==> config.mk <==
export PLATFORM = sky130hd
export DESIGN_NAME = param_mailbox
export DESIGN_NICKNAME = d
export VERILOG_FILES = /design/src/design/mailbox_pkg.sv /design/src/design/param_mailbox.sv /design/src/design/sticky_events.sv
export SDC_FILE = /design/constraint.sdc
export NUM_CORES = 1
export LEC_CHECK = 0
export BUFFER_PORTS_ARGS = -buffer_cell sky130_fd_sc_hd__buf_2
export CORE_MARGIN = 3
export CORE_UTILIZATION = 45
export CTS_CLUSTER_SIZE = 24
export DETAILED_ROUTE_END_ITERATION = 10
export PLACE_DENSITY = 0.84
export SLEW_MARGIN = 20
export SYNTH_ARGS = -nofsm -noshare
export SYNTH_HDL_FRONTEND = slang
export SYNTH_SLANG_ARGS = --single-unit
==> constraint.sdc <==
create_clock -name clk_sys -period 2.2 [get_ports clk_sys]
set_input_delay 0.55 -clock clk_sys [delete_from_list [all_inputs] [get_ports clk_sys]]
set_output_delay 0.55 -clock clk_sys [all_outputs]
set_load 0.02 [all_outputs]
==> src/design/mailbox_pkg.sv <==
// constants shared by the parameter mailbox and its register bus slave
// assumes: a 25 MHz system clock and 32-bit software registers
package mailbox_pkg;
   // request block fields
   localparam logic [3:0] REQ_TAG = 4'h4;
   localparam int CTRL_TOP_BIT = 7;
   localparam int CTRL_KIND_BIT = 6;
   localparam int ADDR_LO_W = 6;
   localparam int ADDR_HI_W = 4;
   localparam int ADDR_W = 10;
   // answer block fields
   localparam logic [1:0] ACK_TAG = 2'h1;
   localparam int ST_ERR_BIT = 5;
   localparam int ST_BUSY_BIT = 4;
   localparam int ST_KIND_BIT = 0;
   localparam logic [7:0] STATUS0_VALUE = 8'h00;
   // parameter numbers
   localparam logic [9:0] PARAM_CFG_ADDR = 10'h0A8;
   localparam logic [9:0] PARAM_DET_ADDR = 10'h0B0;
   // error codes returned with the error flag
   localparam logic [31:0] ERR_NO_PARAM = 32'h0000_0001;
   localparam logic [31:0] ERR_READ_ONLY = 32'h0000_0002;
   localparam logic [31:0] ERR_LOCKED = 32'h0000_0003;
   // software register byte offsets
   localparam logic [7:0] OFS_CTRL = 8'h00;
   localparam logic [7:0] OFS_STATE = 8'h04;
   localparam logic [7:0] OFS_IRQ_STATUS = 8'h08;
   localparam logic [7:0] OFS_IRQ_MASK = 8'h0C;
   localparam logic [7:0] OFS_CFG_MASK = 8'h10;
   localparam logic [7:0] OFS_DET_MASK = 8'h14;
   // control register bits
   localparam int CTRL_EN_BIT = 0;
   localparam int CTRL_LOCK_BIT = 1;
   localparam logic [1:0] CTRL_RESET = 2'h1;
   // interrupt event bits and bus response codes
   localparam int IRQ_W = 3;
   localparam int IRQ_WR_DONE = 0;
   localparam int IRQ_RD_DONE = 1;
   localparam int IRQ_ERROR = 2;
   localparam logic [1:0] RESP_OKAY = 2'h0;
   localparam logic [1:0] RESP_SLVERR = 2'h2;

   typedef enum logic [0:0] {
      ST_IDLE = 1'b0,
      ST_ACK = 1'b1
   } mbox_state_e;
endpackage : mailbox_pkg

==> src/design/param_mailbox.sv <==
// parameter mailbox of a sensor-link master with an AXI4-Lite register slave
// assumes: the six request bytes are synchronous to clk_sys and the
// detected-node mask is supplied by the link logic
//
// Summary of operation
// controller waits until status nibble reads zero
// both control bytes zero clears status nibble
// address bits 5..0 byte 0, 9..6 byte 1
// write request tags 01 and 0100, value follows
// read request tags 00 and 0100, value ignored
// value bytes carried least significant first
// write acknowledge is 01F1xxx1
// write error sets flag, error code returned
// read acknowledge is 01F1xxx0
// read returns value, or flag and error code
// controller ends access with both bytes zero
// request value ignored while control bytes zero
// parameter 0xA8 is writable configured-node mask
// parameter 0xB0 reads detected-node mask
// acknowledge held until control bytes clear
`timescale 1ns/1ns
module param_mailbox
   import mailbox_pkg::*;
#(
   parameter int NODES = 32,
   parameter logic [31:0] CFG_MASK_RESET = 32'h0000_0000
)
(
   // clock and reset
   input wire logic clk_sys,
   input wire logic arst_n,
   // request block from the controller
   input wire logic [7:0] ctrl_byte0,
   input wire logic [7:0] ctrl_byte1,
   input wire logic [7:0] request_value_byte0,
   input wire logic [7:0] request_value_byte1,
   input wire logic [7:0] request_value_byte2,
   input wire logic [7:0] request_value_byte3,
   // answer block to the controller
   output logic [7:0] status_byte0,
   output logic [7:0] status_byte1,
   output logic [7:0] response_value_byte0,
   output logic [7:0] response_value_byte1,
   output logic [7:0] response_value_byte2,
   output logic [7:0] response_value_byte3,
   // link side
   input wire logic [NODES-1:0] detected_slave_mask,
   output logic [NODES-1:0] configured_slave_mask,
   // AXI4-Lite slave
   input wire logic [7:0] s_axi_awaddr,
   input wire logic s_axi_awvalid,
   output logic s_axi_awready,
   input wire logic [31:0] s_axi_wdata,
   input wire logic [3:0] s_axi_wstrb,
   input wire logic s_axi_wvalid,
   output logic s_axi_wready,
   output logic [1:0] s_axi_bresp,
   output logic s_axi_bvalid,
   input wire logic s_axi_bready,
   input wire logic [7:0] s_axi_araddr,
   input wire logic s_axi_arvalid,
   output logic s_axi_arready,
   output logic [31:0] s_axi_rdata,
   output logic [1:0] s_axi_rresp,
   output logic s_axi_rvalid,
   input wire logic s_axi_rready,
   // interrupt
   output logic irq
);
   mbox_state_e state, next_state;
   logic [7:0] next_status1;
   logic [31:0] resp_word, next_resp_word;
   logic [NODES-1:0] next_cfg_mask;
   logic [ADDR_W-1:0] last_addr, next_last_addr;
   logic ctrl_zero, req_ok, accept, is_wr, acc_err;
   logic [ADDR_W-1:0] req_addr;
   logic [31:0] req_word, acc_code;
   logic [1:0] ctrl_reg, next_ctrl_reg;
   logic [IRQ_W-1:0] irq_mask, next_irq_mask, irq_flags, irq_set, irq_clr;
   logic wr_go, rd_go, next_bvalid, next_rvalid;
   logic [1:0] next_bresp, next_rresp;
   logic [31:0] next_rdata;

   assign ctrl_zero = (ctrl_byte0 == 8'h00) && (ctrl_byte1 == 8'h00);
   // only the documented tags start an access; any other pattern is ignored
   assign req_ok = (ctrl_byte1[7:4] == REQ_TAG) && !ctrl_byte0[CTRL_TOP_BIT];
   assign accept = (state == ST_IDLE) && req_ok && ctrl_reg[CTRL_EN_BIT];
   assign is_wr = ctrl_byte0[CTRL_KIND_BIT];
   assign req_addr = {ctrl_byte1[ADDR_HI_W-1:0],
                      ctrl_byte0[ADDR_LO_W-1:0]};
   assign req_word = {request_value_byte3, request_value_byte2,
                      request_value_byte1, request_value_byte0};

   // decode one access into an error flag and an answer word
   always_comb
   begin
      acc_err = 1'b0;
      acc_code = '0;
      if (is_wr)
      begin
         if (req_addr == PARAM_CFG_ADDR && !ctrl_reg[CTRL_LOCK_BIT])
            acc_code = '0;
         else
         begin
            acc_err = 1'b1;
            if (req_addr == PARAM_CFG_ADDR)
               acc_code = ERR_LOCKED;
            else if (req_addr == PARAM_DET_ADDR)
               acc_code = ERR_READ_ONLY;
            else
               acc_code = ERR_NO_PARAM;
         end
      end
      else if (req_addr == PARAM_CFG_ADDR)
         acc_code = 32'(configured_slave_mask);
      else if (req_addr == PARAM_DET_ADDR)
         acc_code = 32'(detected_slave_mask);
      else
      begin
         acc_err = 1'b1;
         acc_code = ERR_NO_PARAM;
      end
   end

   always_comb
   begin
      next_state = state;
      next_status1 = status_byte1;
      next_resp_word = resp_word;
      next_cfg_mask = configured_slave_mask;
      next_last_addr = last_addr;
      case (state)
         ST_IDLE:
         begin
            // value bytes only read when a valid request is present
            if (accept)
            begin
               next_state = ST_ACK;
               next_last_addr = req_addr;
               next_resp_word = acc_code;
               next_status1 = '0;
               next_status1[7:6] = ACK_TAG;
               next_status1[ST_ERR_BIT] = acc_err;
               next_status1[ST_BUSY_BIT] = 1'b1;
               next_status1[ST_KIND_BIT] = is_wr;
               if (is_wr && !acc_err)
                  next_cfg_mask = req_word[NODES-1:0];
            end
         end
         ST_ACK:
         begin
            // answer stays frozen until the controller withdraws
            if (ctrl_zero)
            begin
               next_state = ST_IDLE;
               next_status1 = '0;
            end
         end
         default:
         begin
            next_state = ST_IDLE;
            next_status1 = '0;
         end
      endcase
   end

   always_ff @(posedge clk_sys or negedge arst_n)
   begin
      if (!arst_n)
      begin
         state <= ST_IDLE;
         status_byte1 <= '0;
         resp_word <= '0;
         configured_slave_mask <= CFG_MASK_RESET;
         last_addr <= '0;
      end
      else
      begin
         state <= next_state;
         status_byte1 <= next_status1;
         resp_word <= next_resp_word;
         configured_slave_mask <= next_cfg_mask;
         last_addr <= next_last_addr;
      end
   end

   assign status_byte0 = STATUS0_VALUE;
   assign response_value_byte0 = resp_word[7:0];
   assign response_value_byte1 = resp_word[15:8];
   assign response_value_byte2 = resp_word[23:16];
   assign response_value_byte3 = resp_word[31:24];

   // interrupt events
   always_comb
   begin
      irq_set = '0;
      irq_set[IRQ_WR_DONE] = accept && is_wr;
      irq_set[IRQ_RD_DONE] = accept && !is_wr;
      irq_set[IRQ_ERROR] = accept && acc_err;
   end

   assign irq_clr = (wr_go && s_axi_awaddr == OFS_IRQ_STATUS && s_axi_wstrb[0])
                    ? s_axi_wdata[IRQ_W-1:0] : '0;

   sticky_events #(.W(IRQ_W)) u_events (
      .clk_sys(clk_sys),
      .arst_n(arst_n),
      .set_bits(irq_set),
      .clear_bits(irq_clr),
      .mask(irq_mask),
      .flags(irq_flags),
      .irq(irq)
   );

   // AXI4-Lite: address and data are taken together, one write at a time
   assign wr_go = s_axi_awvalid && s_axi_wvalid && !s_axi_bvalid;
   assign s_axi_awready = wr_go;
   assign s_axi_wready = wr_go;
   assign rd_go = s_axi_arvalid && !s_axi_rvalid;
   assign s_axi_arready = !s_axi_rvalid;

   always_comb
   begin
      next_ctrl_reg = ctrl_reg;
      next_irq_mask = irq_mask;
      next_bvalid = s_axi_bvalid && !s_axi_bready;
      next_bresp = s_axi_bresp;
      if (wr_go)
      begin
         next_bvalid = 1'b1;
         next_bresp = RESP_OKAY;
         case (s_axi_awaddr)
            OFS_CTRL:
               if (s_axi_wstrb[0])
                  next_ctrl_reg = s_axi_wdata[1:0];
            OFS_IRQ_MASK:
               if (s_axi_wstrb[0])
                  next_irq_mask = s_axi_wdata[IRQ_W-1:0];
            OFS_IRQ_STATUS, OFS_STATE, OFS_CFG_MASK, OFS_DET_MASK:
               next_bresp = RESP_OKAY;
            default:
               next_bresp = RESP_SLVERR;
         endcase
      end
   end

   always_comb
   begin
      next_rvalid = s_axi_rvalid && !s_axi_rready;
      next_rdata = s_axi_rdata;
      next_rresp = s_axi_rresp;
      if (rd_go)
      begin
         next_rvalid = 1'b1;
         next_rresp = RESP_OKAY;
         case (s_axi_araddr)
            OFS_CTRL: next_rdata = {30'h0000_0000, ctrl_reg};
            OFS_STATE: next_rdata = {13'h0000, status_byte1,
                                     last_addr, state};
            OFS_IRQ_STATUS: next_rdata = {29'h0000_0000, irq_flags};
            OFS_IRQ_MASK: next_rdata = {29'h0000_0000, irq_mask};
            OFS_CFG_MASK: next_rdata = 32'(configured_slave_mask);
            OFS_DET_MASK: next_rdata = 32'(detected_slave_mask);
            default:
            begin
               next_rdata = '0;
               next_rresp = RESP_SLVERR;
            end
         endcase
      end
   end

   always_ff @(posedge clk_sys or negedge arst_n)
   begin
      if (!arst_n)
      begin
         ctrl_reg <= CTRL_RESET;
         irq_mask <= '0;
         s_axi_bvalid <= 1'b0;
         s_axi_bresp <= RESP_OKAY;
         s_axi_rvalid <= 1'b0;
         s_axi_rdata <= '0;
         s_axi_rresp <= RESP_OKAY;
      end
      else
      begin
         ctrl_reg <= next_ctrl_reg;
         irq_mask <= next_irq_mask;
         s_axi_bvalid <= next_bvalid;
         s_axi_bresp <= next_bresp;
         s_axi_rvalid <= next_rvalid;
         s_axi_rdata <= next_rdata;
         s_axi_rresp <= next_rresp;
      end
   end
endmodule : param_mailbox

==> src/design/sticky_events.sv <==
// sticky event flags with write-one-to-clear and a masked level interrupt
// assumes: set and clear vectors are synchronous one-cycle strobes
`timescale 1ns/1ns
module sticky_events
#(
   parameter int W = 3
)
(
   // clock and reset
   input wire logic clk_sys,
   input wire logic arst_n,
   // events and software access
   input wire logic [W-1:0] set_bits,
   input wire logic [W-1:0] clear_bits,
   input wire logic [W-1:0] mask,
   // results
   output logic [W-1:0] flags,
   output logic irq
);
   logic [W-1:0] next_flags;

   // a set in the clearing cycle wins so no event is lost
   always_comb
   begin
      next_flags = (flags & ~clear_bits) | set_bits;
   end

   always_ff @(posedge clk_sys or negedge arst_n)
   begin
      if (!arst_n)
         flags <= '0;
      else
         flags <= next_flags;
   end

   assign irq = |(flags & mask);
endmodule : sticky_events

==> flow_summary.toml, run 1 <==
[grt]
grt-ovfl-total = 0
grt_max_degree = 63
grt_pass1_wl_mm = 26.4
grt_pass1_vias = 5242
grt_use_total = 0.241
antenna_found_initial = 0

[pwr]
sw_frac_of_total = 0.231
power_mw = 5.50
ir_drop_mv = 0.486
switchingPower_mw = 1.27
power.leakage_nw = 4.07
p_int_mw = 4.23
p_clk_frac = 0.514
seq_power_share = 0.413
combPwrFrac = 0.073
power_density_mw_per_mm2 = 723

[synth]
synth-compound-area-share = 0.150
synth_xor_area_frac = 0
synth_warnings = 0
synth_commonest_cells = "121 x dfrtp_1, 107 x nand2_1, 48 x mux2_2, 47 x o21ai_0, 42 x a22oi_1"
synth.avg_cell_area_sq_um = 10.7
synth_top_family_by_area = "compound AO/OA/AOI/OAI gates"
ys_ff_latch = 122
synthFlopType = "dfrtp_1"
yosys.area_share.adder = 0
async_flop_share = 1.00
mappedNetlistArea_sq_mm = 0.00567
synthTopCellsByArea = "dfrtp_1 53%, mux2_2 9.5%, nand2_1 7.1%"
syn_inst = 529
synth.top_cell.area_share = 0.534
ys_seq_area_frac = 0.538
synth_edf_count = 0
synthSimpleGateAreaFrac = 0.118
synth_cell_types = 44
synth_largest_area_cell = "dfrtp_1"
synth_mux_area_frac = 0.142
post-synth-top-count-cell = "dfrtp_1"

[timing]
relSlewSlack = 0.394
max_freq_mhz = 501
period_share = 0.908
fin_skew_ns = 0.00986
tns_ns = 0
post-route-min-period_ns = 2.00
tightest_slew_ns = 0.906
timing.final.ws_setup_ns = 0.203
hold_viol = 0
slew_violations = 0
rsz0062_at_grt = "no"
setup_violations = 0

[finish]
nFillCells = 1029
diodes = 0
synthToLayoutAreaGrowth_pct = 34.0
drive_gt1_frac = 0.441
largest_registers = "configured_slave_mask (32), resp_word (32), s_axi_rdata (32)"
post-route-util = 0.625
final_area_sq_mm = 0.00760
nNetsFinal = 890

[worst_setup_path]
critPathLaunchType = "register"
path_max_fanout = 3
end_kind = "output pin"
r2r_end = "irq_mask[2]"
crit_chain = "a222oi_1 > inv_1 > buf_2"
critical_path.top_delay_family = "flip-flops"
r2r_cells = 4
cp.required_ns = 1.65
regToRegSetupSlack_ns = 0.48
r2r-start = "s_axi_bvalid"
arrival_ns = 1.45
crit_path_top_delay_cell = "dfrtp_1"
critPathMaxStageDelay_ns = 0.41
crit_buf_inv = 2
crit_type = "reg -> out"

[worst_hold_path]
worstHoldPathType = "in -> reg"
hold_start = "s_axi_bready"
holdPathEnd = "s_axi_bvalid"
hold_path_depth = 2

[routing]
drc = 0
avgRoutedWirePerCell_microns = 18.0
ant_nets = 0
wirelength_mm = 16.7
num_vias = 5012
detail_route.first_pass.iterations = 5
first_iter_violations = 313
viasPerCell = 5.38

[die]
die_area_sq_mm = 0.0140
rows = 40
die_h_microns = 118
dieWidth_microns = 118
initial_utilization = 0.467
core-area_sq_mm = 0.0122
io_pins = 261

[job]
maxCapViolCount = 0

[place]
gp_congestion = 0.864
dp.final_hpwl_mm = 11.8
dpl-instance-area_sq_mm = 0.00698
port_buffers = 214
dpl_worst_slack_ns = -0.159

[clock_network]
cts_max_path_buffers = 2
clk_pin_slew_ns = 0.05
cts_setup_buffers = 0
ctsHtreeMaxLevel = 4
cts_made_buffers = 17
cts-root-buf = "clkbuf_16"
cts_tree = "yes"
insertion_delay_ns = 0.42
cts.sinks = 122

[status]
status = "finished clean"
[area by class of cell]
cell class	count	area, sq um	area share
Clock buffer	23	498	0.0655
Timing Repair Buffer	239	1310	0.173
Sequential cell	122	3050	0.402
Tap cell	168	210	0.0276
Clock inverter	9	113	0.0148
Multi-Input combinational cell	364	2390	0.314
Inverter	7	26.3	0.00346
[per-layer routing]
| metal | wire (microns) | global-route usage | vias to the layer above |
|---|---|---|---|
| met5 | 0 | 0 | - |
| met4 | 514 | 0.116 | 0 |
| met3 | 1300 | 0.0589 | 47 |
| met2 | 8060 | 0.394 | 245 |
| met1 | 6870 | 0.299 | 2412 |
| li1 | - | - | 2308 |
[power groups by stage]
stage | clock network [mW] | logic [mW] | registers (mW)
6_report | 2.82 | 0.401 | 2.27
5_1_grt | 2.96 | 0.441 | 2.27
4_1_cts | 2.87 | 0.403 | 2.27
3_5_place_dp | 0 | 0.400 | 2.31
3_3_place_gp | 0 | 0.393 | 2.31
2_1_floorplan | 0 | 0.177 | 2.32
[stage by stage]
step,std cells,hold slack (ns)
6_report,932,0.311
5_1_grt,932,0.311
4_1_cts,932,0.292
3_5_place_dp,899,0.376
3_3_place_gp,899,0.374
2_1_floorplan,542,0.254
[cells in the final DEF, fill, tap and decap left out, types with 3 or more instances in the layout]
cell type   instances
clkinvlp_4          4
clkbuf_16          17
nor2_1             11
nand2b_1            5
inv_1               7
mux2i_1            22
buf_2             213
a21oi_1             3
buf_12              4
conb_1             14
a22oi_1            42
nand3_1             3
nor4_1              4
clkbuf_8            5
nand2_1           106
dfrtp_1           121
o21ai_2            10
o31ai_1            12
mux2_2             48
o21ai_0            47
a21o_1              5
buf_4              21
[cells by family after synthesis]
group,count (synthesis)
AO/OA/AOI/OAI,128
buffers and inverters,56
flip-flops,122
multiplexers,72
other,1
AND/OR/NAND/NOR,150
[worst max-delay path by stage]
stage	depth (start not counted)	endpoint	slack, ns	start
2_1_floorplan	6	s_axi_rdata[13]	0.007	s_axi_araddr[0]
3_3_place_gp	6	s_axi_rdata[30]	-0.11	s_axi_araddr[0]
3_5_place_dp	6	s_axi_rdata[12]	-0.16	s_axi_araddr[0]
4_1_cts	3	irq	0.19	irq_mask[1]
5_1_grt	3	irq	0.12	irq_mask[1]
6_report	3	irq	0.20	irq_mask[1]
[repair_timing]
item / CTS / global route
resized for setup: 0 / 0
hold buffers: 1 / 0
endpoints found under the hold margin: 4 / 0
(Power assumes the default switching activity.)
==> run 2, diff against run 1 <==
--- a/config.mk
+++ b/config.mk
@@ -10,7 +10,8 @@
 export CORE_UTILIZATION = 45
 export CTS_CLUSTER_SIZE = 24
 export DETAILED_ROUTE_END_ITERATION = 10
-export PLACE_DENSITY = 0.84
+export PLACE_DENSITY = 0.86
+export REMOVE_ABC_BUFFERS = 1
 export SLEW_MARGIN = 20
 export SYNTH_ARGS = -nofsm -noshare
 export SYNTH_HDL_FRONTEND = slang
==> run 2 against run 1 <==
  * Final area up 0.39%
  * Count of clock-buffer cells in the layout rose by 2
  * Highest routed layer unchanged
  * Global-route usage decreased by 0.67 points
  * Hold slack got worse by 0.24 ns
  * Maximum frequency rose by 2.2%
  * Sequential power barely moved
  * Critical endpoint is now configured_slave_mask[30]
  * Final cell count is 0.21% higher
  * Non-clock buffer count rose by 2
  * Flip-flop and latch count is the same
  * Die area is the same
  * Via count is 0.16% higher
==> flow_summary.toml, run 2 (same netlist as run 1, synthesis figures left out) <==
[status]
status = "finished clean"

[grt]
grt_max_degree = 49
grt_pass1_wl_mm = 25.8
antenna_found_initial = 0
grt-ovfl-total = 0
grt_pass1_vias = 4967
grt_use_total = 0.234

[die]
die_h_microns = 118
rows = 40
initial_utilization = 0.467
io_pins = 261
dieWidth_microns = 118
die_area_sq_mm = 0.0140
core-area_sq_mm = 0.0122

[timing]
post-route-min-period_ns = 1.95
slew_violations = 0
hold_viol = 0
fin_skew_ns = 0.00881
relSlewSlack = 0.643
period_share = 0.888
max_freq_mhz = 512
rsz0062_at_grt = "no"
setup_violations = 0
tightest_slew_ns = 0.531

[routing]
first_iter_violations = 462
viasPerCell = 5.37
wirelength_mm = 16.4
detail_route.first_pass.iterations = 4
drc = 0
num_vias = 5020
avgRoutedWirePerCell_microns = 17.6
ant_nets = 0

[clock_network]
cts-root-buf = "clkbuf_16"
ctsHoldBuffers = 0
cts_setup_buffers = 0
cts.sinks = 122
ctsHtreeMaxLevel = 4
clk_pin_slew_ns = 0.05
cts_made_buffers = 17
cts_max_path_buffers = 2
cts-resized-gates = 0
cts_tree = "yes"
insertion_delay_ns = 0.41

[worst_setup_path]
crit_end = "configured_slave_mask[30]"
critPathLaunchType = "input pin"
r2r_cells = 4
r2r_end = "configured_slave_mask[30]"
cp.required_ns = 2.48
arrival_ns = 2.24
crit_path_start = "ctrl_byte1[5]"
regToRegSetupSlack_ns = 0.52
crit_type = "in -> reg"
path_max_fanout = 13
end_kind = "register"
r2r-start = "ctrl_reg[0]"

[job]
maxCapViolCount = 0

[pwr]
power_mw = 5.66
power.leakage_nw = 4.11
ir_drop_mv = 0.375
power_density_mw_per_mm2 = 741

[finish]
largest_registers = "configured_slave_mask (32), resp_word (32), s_axi_rdata (32)"
nNetsFinal = 892
multi_input_area_sq_mm = 0.00239
ff_latch_area_sq_mm = 0.00305
diodes = 0
synthToLayoutAreaGrowth_pct = 34.6
drive_gt1_frac = 0.441
post-route-util = 0.628
final_cell_mix = "213 x buf_2, 121 x dfrtp_1, 106 x nand2_1, 48 x mux2_2, 47 x o21ai_0"
final_common_cell = "buf_2"
nFillCells = 990

[place]
dp.final_hpwl_mm = 11.7
port_buffers = 214
gp_congestion = 0.824

[worst_hold_path]
worstHoldPathType = "in -> async"
run 2: cell types whose count changed in the layout (fill, tap and decap cells not counted), sizes merged:
cell | before | now
clkbuf | 23 | 25
bufinv | 2 | 4
clkinvlp | 4 | 0
dlygate4sd3 | 1 | 0
buf | 238 | 241
run 2: how the worst min path moves through the flow:
stage	from	end	slack, ns
6_report	arst_n	s_axi_rvalid	0.07
3_5_place_dp	last_addr[9]	last_addr[9]	0.46
2_1_floorplan	arst_n	configured_slave_mask[0]	0.25
3_3_place_gp	last_addr[5]	last_addr[5]	0.46
5_1_grt	arst_n	s_axi_rdata[2]	0.09
4_1_cts	arst_n	s_axi_rresp[1]	0.07
run 2: metal layers:
metal  track usage  routed length, microns  vias up
met4        0.0945                     325        0
met5             0                       0        -
met2         0.389                    8370      205
li1              -                       -     2312
met3        0.0545                    1060       26
met1         0.295                    6650     2477
run 2: metrics by stage:
stage / setup TNS (ns) / setup slack (ns) / std cells / cell area, sq um / hold WS (ns)
after global placement: -3.06 / -0.0824 / 902 / 6990 / 0.455
after detailed placement: -5.70 / -0.155 / 902 / 6990 / 0.459
after CTS: 0 / 0.213 / 934 / 7630 / 0.0711
after global routing: 0 / 0.190 / 934 / 7630 / 0.0900
after floorplan: -145.74 / -3.11 / 493 / 5460 / 0.254
final: 0 / 0.246 / 934 / 7630 / 0.0738
run 2: worst max-delay path, stage by stage:
cell and delay (ns):
buf_2 0.10, nor4_1 0.50, and4b_1 0.30, nand4_1 0.21
buf_4 0.28, mux2_2 0.29
run 2: power by group:
group	internal [mW]	total, mW	switching (mW)	leakage, nW
sequential	2.26	2.27	0.00945	1.69
clock	2.04	2.98	0.941	0.317
combinational	0.151	0.403	0.252	2.10
total	4.45	5.66	1.20	4.11
run 2: layout make-up:
cell class / instances / share of cell area
multi-input combinational: 364 / 0.313
clock inverter: 7 / 0.0177
inverter: 7 / 0.00344
sequential: 122 / 0.400
tap: 168 / 0.0275
clock buffer: 25 / 0.0662
timing repair buffer: 241 / 0.172
==> run 3, diff against run 2 <==
--- a/config.mk
+++ b/config.mk
@@ -11,6 +11,7 @@
 export CTS_CLUSTER_SIZE = 24
 export DETAILED_ROUTE_END_ITERATION = 10
 export PLACE_DENSITY = 0.86
+export RECOVER_POWER = 50
 export REMOVE_ABC_BUFFERS = 1
 export SLEW_MARGIN = 20
 export SYNTH_ARGS = -nofsm -noshare
==> run 3 against run 2 <==
  * The flow now finishes with violations (capacitance limit, slew limit)
  * Die area unchanged
  * Clock skew decreased by 0.0013 ns
  * Critical path depth down 3
  * First-iteration DRC count is 12% lower
  * Final area decreased by 0.98%
  * Worst setup slack worse by 0.0084 ns
  * Critical endpoint is now irq
  * Largest power group unchanged
  * Highest routed layer unchanged
==> flow_summary.toml, run 3 (same netlist as run 1, synthesis figures left out) <==
[pwr]
p_clk_frac = 0.529
switchingPower_mw = 1.21
sw_frac_of_total = 0.214
power_mw = 5.66
power_density_mw_per_mm2 = 749
combPwrFrac = 0.070
power.leakage_nw = 3.89
seq_power_share = 0.401
p_int_mw = 4.45
ir_drop_mv = 0.376

[clock_network]
cts_setup_buffers = 0
clk_pin_slew_ns = 0.05
cts_tree = "yes"
cts_made_buffers = 17
ctsHtreeMaxLevel = 4
insertion_delay_ns = 0.41
cts.sinks = 122
ctsHoldBuffers = 0
cts_max_path_buffers = 2
cts-root-buf = "clkbuf_16"
cts-resized-gates = 0

[timing]
setup_violations = 0
relSlewSlack = -0.118
slew_violations = 27
period_share = 0.892
tightest_slew_ns = 1.68
hold_viol = 0
tns_ns = 0
post-route-min-period_ns = 1.96
fin_skew_ns = 0.00751
rsz0062_at_grt = "no"
max_freq_mhz = 510

[worst_setup_path]
r2r-start = "s_axi_rvalid"
cp.required_ns = 1.65
path_max_fanout = 3
regToRegSetupSlack_ns = 0.45
arrival_ns = 1.41
end_kind = "output pin"
r2r_end = "s_axi_rvalid"
r2r_cells = 4
crit_type = "reg -> out"
critPathLaunchType = "register"

[finish]
final_common_cell = "buf_2"
largest_registers = "configured_slave_mask (32), resp_word (32), s_axi_rdata (32)"
synthToLayoutAreaGrowth_pct = 33.2
nFillCells = 1012
final_cell_mix = "166 x buf_2, 121 x dfrtp_1, 107 x nand2_1, 52 x clkbuf_1, 48 x mux2_2"
diodes = 0
nNetsFinal = 892
drive_gt1_frac = 0.375

[worst_hold_path]
worstHoldPathType = "in -> reg"
hold_path_depth = 2
holdPathEnd = "s_axi_bvalid"
hold_start = "s_axi_bready"

[die]
die_h_microns = 118
core-area_sq_mm = 0.0122
io_pins = 261
die_area_sq_mm = 0.0140
rows = 40
dieWidth_microns = 118
initial_utilization = 0.467

[grt]
grt_pass1_vias = 4967
grt_use_total = 0.234
grt-ovfl-total = 0
antenna_found_initial = 0
grt_max_degree = 49
grt_pass1_wl_mm = 25.8

[job]
maxCapViolCount = 1

[status]
status = "complete, but fails checks"
failed_checks = "capacitance limit, slew limit"

[routing]
viasPerCell = 5.36
detail_route.first_pass.iterations = 6
ant_nets = 0
wirelength_mm = 16.4
num_vias = 5006
avgRoutedWirePerCell_microns = 17.6
first_iter_violations = 407
drc = 0

[place]
dp.final_hpwl_mm = 11.7
gp_congestion = 0.824
port_buffers = 214
-- run 3: cell types whose count changed in the layout (fill, tap and decap cells not counted) --
cell,before,now
clkbuf_1,3,52
clkbuf_2,0,1
buf_2,213,166
nand2_1,106,107
or4_4,1,0
buf_4,25,21
or4_1,1,2
clkbuf_4,0,1
nand2_2,1,0
-- run 3: power groups by stage --
stage                     clock network (mW)  logic (mW)  registers (mW)
after floorplan                            0       0.132            2.32
after global placement                     0       0.391            2.31
after detailed placement                   0       0.400            2.31
after CTS                               3.03       0.403            2.27
after global routing                    3.15       0.436            2.27
final                                   2.99       0.397            2.27
-- run 3: routing by layer --
metal | vias to the layer above | global-route usage | routed length [microns]
met1 | 2470 | 0.295 | 6740
li1 | 2314 | - | -
met4 | 0 | 0.0945 | 287
met5 | - | 0 | 0
met3 | 22 | 0.0545 | 1030
met2 | 200 | 0.389 | 8370
-- run 3: area by class of cell --
class	count	area, sq um	share of cell area
Clock inverter	7	135	0.0179
Multi-Input combinational cell	364	2380	0.315
Inverter	7	26.3	0.00348
Clock buffer	25	505	0.0669
Tap cell	168	210	0.0278
Sequential cell	122	3050	0.404
Timing Repair Buffer	241	1240	0.165
-- run 3: worst max-delay path by stage --
stage,cells past startpoint,to,from,slack [ns]
floorplan,4,configured_slave_mask[0],ctrl_byte0[4],-3.11
global placement,6,s_axi_rdata[28],s_axi_araddr[0],-0.08
detailed placement,6,s_axi_rdata[28],s_axi_araddr[0],-0.15
CTS,3,irq,irq_mask[1],0.21
global route,3,irq,irq_mask[1],0.19
finish,3,irq,irq_mask[1],0.24
-- run 3: stage by stage --
step	cell area (sq um)	setup WS [ns]	hold slack [ns]	util	cells
global route	7560	0.190	0.320	0.622	934
detailed placement	6990	-0.155	0.459	0.575	902
CTS	7630	0.213	0.0711	0.628	934
floorplan	5460	-3.11	0.254	-	493
finish	7560	0.238	0.332	0.622	934
global placement	6990	-0.0824	0.455	0.575	902
-- run 3: worst max-delay path: stages (launching register included) --
cell and delay [ns]:
dfrtp_1 0.40, a222oi_1 0.38, inv_1 0.07, buf_2 0.16
